### src/pd_hold_pkg.sv
// Package for the pin power-down hold block: widths, reset values and timing counts.
// Assumes a single 200 MHz system clock.
package pd_hold_pkg;

	localparam int NUM_IO = 8;
	localparam int NUM_IN = 4;

	localparam int CLK_PERIOD_PS = 5000;
	localparam int RECOVER_TIME_US = 1;
	localparam int RECOVER_CYCLES = (RECOVER_TIME_US * 1000000) / CLK_PERIOD_PS;

	localparam logic [NUM_IO-1:0] OUT_RST = 8'h00;
	localparam logic [NUM_IO-1:0] OE_RST = 8'h00;
	localparam logic [NUM_IN-1:0] IN_RST = 4'h0;

	typedef struct packed {
		logic [NUM_IO-1:0] data;
		logic [NUM_IO-1:0] oe;
	} pin_drive_t;

	typedef enum logic [1:0] {
		ST_RUN,
		ST_DOWN,
		ST_RECOVER
	} pd_state_t;

endpackage

### src/pd_hold.sv
// Power-down hold block: freezes pin drive and internal state while the power-down pin is high.
// Assumes the pin and user inputs come from outside the clock domain; the core logic is on clk_sys_i.
`timescale 1ns/1ps
// Behaviour
// - With the option enabled, a high power-down pin enters power-down.
// - Outputs and internal state are latched and held during power-down.
// - Outputs in high impedance at entry stay high impedance throughout.
// - All inputs except the power-down pin are blocked during power-down.
// - Pin hold latches stay active so no pin floats.
// - Without the option, the pin is an ordinary input.
// - With the option, the pin does not feed the logic array.
// - After the pin falls, one microsecond of recovery before resuming.
// - Pin-sourced and term-sourced enables and clocks are all frozen alike.
module pd_hold
	import pd_hold_pkg::*;
(
	// Clock and reset.
	input  wire logic              clk_sys_i,
	input  wire logic              nrst_i,
	// Configuration.
	input  wire logic              pd_enable_i,
	// Pins.
	input  wire logic              power_down_pin_i,
	input  wire logic [NUM_IN-1:0] in_pin_i,
	input  wire logic [NUM_IO-1:0] io_pin_i,
	// Array side.
	input  wire pin_drive_t        array_drive_i,
	input  wire logic              array_clk_en_i,
	output logic [NUM_IN-1:0]      array_in_o,
	output logic [NUM_IO-1:0]      array_io_o,
	output logic                   array_pd_pin_o,
	output logic                   array_hold_o,
	// Pin drive.
	output logic [NUM_IO-1:0]      io_out_o,
	output logic [NUM_IO-1:0]      io_oe_o,
	output logic                   powered_down_o
);

	localparam int            CW       = $clog2(RECOVER_CYCLES + 1);
	localparam logic [CW-1:0] CNT_LOAD = CW'(RECOVER_CYCLES - 1);
	localparam logic [CW-1:0] CNT_STEP = CW'(1);

	// Two-flop synchronisers on every pin.
	logic              pd_s1_q;
	logic              pd_s2_q;
	logic [NUM_IN-1:0] in_s1_q;
	logic [NUM_IN-1:0] in_s2_q;
	logic [NUM_IO-1:0] io_s1_q;
	logic [NUM_IO-1:0] io_s2_q;

	// Sequencer state and recovery counter.
	pd_state_t         state_q;
	pd_state_t         state_d;
	logic [CW-1:0]     cnt_q;
	logic [CW-1:0]     cnt_d;

	// Held drive and input levels.
	pin_drive_t        drive_q;
	logic [NUM_IN-1:0] in_hold_q;
	logic [NUM_IO-1:0] io_hold_q;
	logic              pd_raw_q;
	logic              pd_raw_d;

	// Decode.
	logic              pd_active;
	logic              frozen;
	logic              upd_drive;
	logic              upd_in;
	logic              cnt_zero;
	logic [CW-1:0]     cnt_dec;

	// Next-state decode.
	logic              go_down;
	logic              go_recover;
	logic              go_run;

	assign pd_active = pd_enable_i & pd_s2_q;
	assign frozen    = (state_q != ST_RUN);
	assign upd_drive = ~frozen & ~pd_active & array_clk_en_i;
	assign upd_in    = ~frozen & ~pd_active;
	assign cnt_zero  = (cnt_q == '0);
	assign cnt_dec   = cnt_q - CNT_STEP;
	assign pd_raw_d  = pd_enable_i ? 1'b0 : pd_s2_q;

	assign go_down    = pd_active;
	assign go_recover = ~pd_active;
	assign go_run     = ~pd_active & cnt_zero;

	// Only the second flop of each synchroniser is read, so a metastable first stage never reaches logic.
	always_ff @(posedge clk_sys_i) begin
		pd_s1_q <= power_down_pin_i;
		pd_s2_q <= pd_s1_q;
	end

	always_ff @(posedge clk_sys_i) begin
		in_s1_q <= in_pin_i;
		in_s2_q <= in_s1_q;
	end

	always_ff @(posedge clk_sys_i) begin
		io_s1_q <= io_pin_i;
		io_s2_q <= io_s1_q;
	end

	// A pin rise during recovery returns straight to the frozen state.
	always_comb begin
		state_d = state_q;
		cnt_d = cnt_q;
		case (state_q)
			ST_RUN: begin
				if (go_down) begin
					state_d = ST_DOWN;
				end
			end
			ST_DOWN: begin
				if (go_recover) begin
					state_d = ST_RECOVER;
					cnt_d = CNT_LOAD;
				end
			end
			ST_RECOVER: begin
				if (go_down) begin
					state_d = ST_DOWN;
				end else if (go_run) begin
					state_d = ST_RUN;
				end else begin
					cnt_d = cnt_dec;
				end
			end
			default: begin
				state_d = ST_RUN;
				cnt_d = '0;
			end
		endcase
	end

	// The recovery wait is also a guard: the far side's inputs may be stale, so nothing is sampled until it ends.
	always_ff @(posedge clk_sys_i) begin
		if (!nrst_i) begin
			state_q <= ST_RUN;
		end else begin
			state_q <= state_d;
		end
	end

	always_ff @(posedge clk_sys_i) begin
		if (!nrst_i) begin
			cnt_q <= '0;
		end else begin
			cnt_q <= cnt_d;
		end
	end

	// Data and enable of one pin are held together, so a pin off at entry stays off.
	for (genvar i = 0; i < NUM_IO; i++) begin : g_drive
		always_ff @(posedge clk_sys_i) begin
			if (!nrst_i) begin
				drive_q.data[i] <= OUT_RST[i];
				drive_q.oe[i] <= OE_RST[i];
			end else if (upd_drive) begin
				drive_q.data[i] <= array_drive_i.data[i];
				drive_q.oe[i] <= array_drive_i.oe[i];
			end
		end
	end

	// Input hold latches keep the last level seen, so blocked inputs never float.
	for (genvar i = 0; i < NUM_IN; i++) begin : g_in_hold
		always_ff @(posedge clk_sys_i) begin
			if (!nrst_i) begin
				in_hold_q[i] <= IN_RST[i];
			end else if (upd_in) begin
				in_hold_q[i] <= in_s2_q[i];
			end
		end
	end

	// The same keeper per two-way pin; the level read back includes our own drive.
	for (genvar i = 0; i < NUM_IO; i++) begin : g_io_hold
		always_ff @(posedge clk_sys_i) begin
			if (!nrst_i) begin
				io_hold_q[i] <= OUT_RST[i];
			end else if (upd_in) begin
				io_hold_q[i] <= io_s2_q[i];
			end
		end
	end

	// With the option on, the pin never reaches the array as an ordinary input.
	always_ff @(posedge clk_sys_i) begin
		if (!nrst_i) begin
			pd_raw_q <= 1'b0;
		end else begin
			pd_raw_q <= pd_raw_d;
		end
	end

	// Array side.
	assign array_in_o = in_hold_q;
	assign array_io_o = io_hold_q;
	assign array_pd_pin_o = pd_raw_q;
	assign array_hold_o = frozen | pd_active;

	// Pin side.
	assign io_out_o = drive_q.data;
	assign io_oe_o = drive_q.oe;
	assign powered_down_o = frozen;

endmodule

### config.mk
export PLATFORM = sky130hd
export DESIGN_NAME = pd_hold
export DESIGN_NICKNAME = d
export VERILOG_FILES = /design/src/pd_hold_pkg.sv /design/src/pd_hold.sv
export SDC_FILE = /design/constraint.sdc
export NUM_CORES = 1
export LEC_CHECK = 0
export BUFFER_PORTS_ARGS = -buffer_cell sky130_fd_sc_hd__buf_4
export CAP_MARGIN = 15
export CORE_MARGIN = 8
export CORE_UTILIZATION = 55
export DETAILED_ROUTE_END_ITERATION = 6
export PLACE_DENSITY = 0.84
export SETUP_SLACK_MARGIN = 0.3
export SLEW_MARGIN = 25
export SYNTH_ARGS = -nofsm -noshare
export SYNTH_HDL_FRONTEND = slang
export SYNTH_SLANG_ARGS = --single-unit
### constraint.sdc
create_clock -name clk_sys_i -period 4.55 [get_ports clk_sys_i]
set_input_delay 1.365 -clock clk_sys_i [delete_from_list [all_inputs] [get_ports clk_sys_i]]
set_output_delay 1.365 -clock clk_sys_i [all_outputs]
set_load 0.01 [all_outputs]
==> qor.txt <==
STATUS
--------------------------------------------------------------------------------
Status                                                              finished clean

GLOBAL ROUTING
--------------------------------------------------------------------------------
Via count of the first global-routing pass                                  1869
GRT busiest layer                                                           met2
Remaining Overflow, GRT                                                        0
Global-route wire length before repair                                   8.11 mm
Met3 usage in global routing                                              0.0916
Number of antenna violations at the first check in global routing              0
GRT met2 Usage                                                             0.261
GR met1 Demand/Resource                                                    0.160
Overall track demand over capacity in global routing                       0.160
Maximum number of pins on one net before global-route repair                  30

WORST HOLD PATH
--------------------------------------------------------------------------------
Critical hold path startpoint                                         io_s1_q[6]
Type of the tightest min-delay check                                  reg -> reg

SETUP PATH
--------------------------------------------------------------------------------
CP peak stage delay                                                      0.21 ns
Cell with the biggest individual delay on the critical path         sky130_fd_sc_hd__buf_4
Critical path's most frequent cell                                  sky130_fd_sc_hd__buf_4
Buf+Inv Stages, Crit Path                                                      4
Maximum fanout along the worst path                                           16
Data arrival time at the worst-slack endpoint                            2.25 ns
Worst Path Required                                                      3.18 ns
Category of the worst setup path launch point                         input port
Kind of end point of the critical path                                output pin
Cell type group with the largest total delay on the critical path   buffers and inverters
Origin of the critical flop-to-flop path                              state_q[1]
Kind of critical path                                                  in -> out
Cells along the critical path                                       buf_4 -> a21boi_2 -> buf_4 -> inv_1 -> buf_4
Crit path launch                                                     pd_enable_i

YOSYS
--------------------------------------------------------------------------------
Area contributors post-synth                                        sky130_fd_sc_hd__dfxtp_1 (56%), sky130_fd_sc_hd__nand2_1 (10%), sky130_fd_sc_hd__a21oi_1 (8.0%)
Post-synthesis xor/xnor area fraction                                    0.00380
Netlist cell types                                                            40
Synthesized-area fraction occupied by ao, oa, aoi and oai cells            0.163
FF+latch count, synth                                                         65
Warning count from the yosys run                                               0
Simple logic cell fraction of the synthesized area                         0.194
Largest family of logic cells by synthesized area                   simple AND/OR/NAND/NOR gates
Dominant cell type by area after synthesis                          sky130_fd_sc_hd__dfxtp_1
Syn Std Cell Area                                                       2310 um2
Synthesized Nets                                                             287
Avg Cell Area, Syn                                                      9.34 um2
Adder and majority cell fraction of the synthesized area                  0.0380
Share of synthesized area occupied by flip-flops and latches               0.564
Post-Syn Instances                                                           247
Multiplexer share of the synthesized area                                      0
Share of the synthesized area in the top cell type                         0.564

CLOCK NETWORK
--------------------------------------------------------------------------------
Clk sinks                                                                     65
Post-CTS setup repair buffer count                                             0
H-tree Lvls                                                                    3
Later-pin clock latency in the skew report                               0.33 ns
CTS Root Buffer Type                                                sky130_fd_sc_hd__clkbuf_8
CTS clk-pin slew, worst paths                                            0.07 ns
CTS tree                                                                    done
Total clock buffers created by CTS                                             9
Maximum clock insertion buffer count                                           2
Number of instances resized during post-cts repair                             0
Post-cts hold buffer count                                                     0

LAYOUT
--------------------------------------------------------------------------------
Post-synthesis to final-layout area growth                                 29.6%
Cell area after layout                                                  2990 um2
Final core area utilization                                                0.742
Number of nets at the end of the flow                                        351
Leading cell types in the layout, fill and taps excluded            sky130_fd_sc_hd__dfxtp_1 (65), sky130_fd_sc_hd__buf_4 (65), sky130_fd_sc_hd__nand2_1 (64)
Antenna diodes                                                                 0
Fraction of layout cells with a size suffix above 1                        0.278
Filler cell count in the final layout                                        307
Combined area of the multi-input logic cells                             920 um2
Storage element area                                                    1300 um2

POWER
--------------------------------------------------------------------------------
Combinational share of power                                               0.249
Switching share of power                                                   0.304
LEAKAGE                                                                  1.32 nW
Switching power of the nets                                               452 uW
Clock network power share                                                  0.310
Power density cells                                                   498 nW/um2
Design internal power                                                    1.04 mW
Sequential Power Share                                                     0.441
Peak VDD IR                                                           0.000333 V

FLOORPLAN
--------------------------------------------------------------------------------
Row count                                                                     23
Die height                                                               80.8 um
Floorplan Core Area                                                     4030 um2
Width of the die                                                         80.8 um
Initial core utilization                                                   0.572
I/O pins                                                                      64
Die ar.                                                                 6520 um2

TIMING
--------------------------------------------------------------------------------
Setup tns final                                                             0 ns
Setup violators final                                                          0
Period Utilization, post-route                                             0.795
RSZ-0062 raised after global routing                                          no
Slew at the pin closest to its max-slew limit                           0.604 ns
Post-route clock skew                                                 0.00865 ns
Max-slew violation count                                                       0
Worst slew margin relative to its limit                                    0.597
Final critical path time including I/O delays and setup                  3.62 ns
Achievable clock frequency                                               277 MHz
Endpoints failing hold                                                         0
Min Hold Slack                                                          0.321 ns

ROUTING
--------------------------------------------------------------------------------
Detail Route Antenna Nets                                                      0
Routed vias                                                                 1893
Initial DRT Pass Iterations                                                    4
Average wire per cell in the routed design                               14.3 um
Total length of routed wires                                             5.24 mm
Detailed router's first-iteration violation count                             95
Via/cell ratio                                                              5.17
Count of unresolved DRC violations after routing                               0

FLOW RUN
--------------------------------------------------------------------------------
Total of max-cap violations                                                    0

PLACE
--------------------------------------------------------------------------------
Count of input and output buffers                                             63
Detailed placer's ending HPWL                                            3.72 mm
Placed cell areas                                                       2800 um2
Final weighted congestion in routability-driven placement                  0.892

[worst paths after layout]
check	to	slack [ns]	cells after the start
max	array_hold_o	0.93	5
min	io_s2_q[6]	0.32	0
max reg2reg	io_out_o[6]	2.41	7
min reg2reg	io_s2_q[6]	0.32	0
[area by class of cell]
| class | count | share of cell area |
|---|---|---|
| Sequential cell | 65 | 0.435 |
| Multi-Input combinational cell | 162 | 0.308 |
| Timing Repair Buffer | 65 | 0.163 |
| Clock buffer | 11 | 0.0440 |
| Tap cell | 50 | 0.0209 |
| Clock inverter | 5 | 0.0188 |
| Inverter | 8 | 0.0100 |
[stage by stage]
stage	power [mW]	cells	worst slack, ns
floorplan	0.894	247	1.29
global placement	1.03	350	0.941
detailed placement	1.04	350	0.934
CTS	1.50	366	0.928
global route	1.56	366	0.859
finish	1.49	366	0.935
[per-layer routing]
metal / vias to the layer above / part of all wire
met3: 9 / 0.085
met2: 56 / 0.50
li1: 969 / -
met1: 859 / 0.39
met5: - / 0
met4: 0 / 0.018
[registers in the layout, summed over array words and instances (netlist names)]
register        count
io_out_o            8
io_s1_q             8
pd_s1_q             1
pd_s2_q             1
in_s2_q             4
array_io_o          8
io_oe_o             8
in_s1_q             4
io_s2_q             8
array_in_o          4
cnt_q               8
state_q             2
array_pd_pin_o      1
[cells in the mapped netlist]
cell type                   count
sky130_fd_sc_hd__clkinv_1       1
sky130_fd_sc_hd__and2_1         2
sky130_fd_sc_hd__inv_1          7
sky130_fd_sc_hd__xnor2_1        1
sky130_fd_sc_hd__nor3b_1        3
sky130_fd_sc_hd__o211a_1        1
sky130_fd_sc_hd__nand3b_1       1
sky130_fd_sc_hd__nand4_1        1
sky130_fd_sc_hd__o221ai_1       4
sky130_fd_sc_hd__a2bb2oi_1      1
sky130_fd_sc_hd__or4_1          1
sky130_fd_sc_hd__nor3b_4        1
sky130_fd_sc_hd__a21boi_0       1
sky130_fd_sc_hd__a21boi_2       1
sky130_fd_sc_hd__buf_6          1
sky130_fd_sc_hd__o31ai_1        1
sky130_fd_sc_hd__or3_1          1
sky130_fd_sc_hd__nor3_1         3
sky130_fd_sc_hd__o22ai_1        1
sky130_fd_sc_hd__o2111ai_1      1
sky130_fd_sc_hd__ha_1           7
sky130_fd_sc_hd__a31oi_1        1
sky130_fd_sc_hd__nand2_1       64
sky130_fd_sc_hd__buf_2          2
sky130_fd_sc_hd__a211o_1        1
sky130_fd_sc_hd__a21o_1         2
sky130_fd_sc_hd__a211o_2        1
sky130_fd_sc_hd__o21ai_0        3
sky130_fd_sc_hd__a311oi_1       1
sky130_fd_sc_hd__dfxtp_1       65
sky130_fd_sc_hd__nand3_1        5
sky130_fd_sc_hd__or3b_2         2
sky130_fd_sc_hd__a21oi_1       37
sky130_fd_sc_hd__o211ai_1       1
sky130_fd_sc_hd__nor4_4         1
sky130_fd_sc_hd__nor2_1         6
sky130_fd_sc_hd__a211oi_2       2
sky130_fd_sc_hd__nor4_1         2
sky130_fd_sc_hd__or4_4          1
sky130_fd_sc_hd__clkbuf_1       9
[cells by family after synthesis]
family,Yosys count
xor+xnor,1
buf+inv,20
fa+ha+maj,7
flops,65
simple gates,94
compound gates,60
[power by group through the flow]
stage / Sequential, mW / Clock (mW) / Combinational (mW)
after detailed placement: 0.668 / 0 / 0.370
after floorplan: 0.679 / 0 / 0.215
after CTS: 0.656 / 0.472 / 0.373
after global placement: 0.665 / 0 / 0.362
final: 0.656 / 0.462 / 0.370
after global routing: 0.662 / 0.497 / 0.405
(Power assumes the default switching activity.)
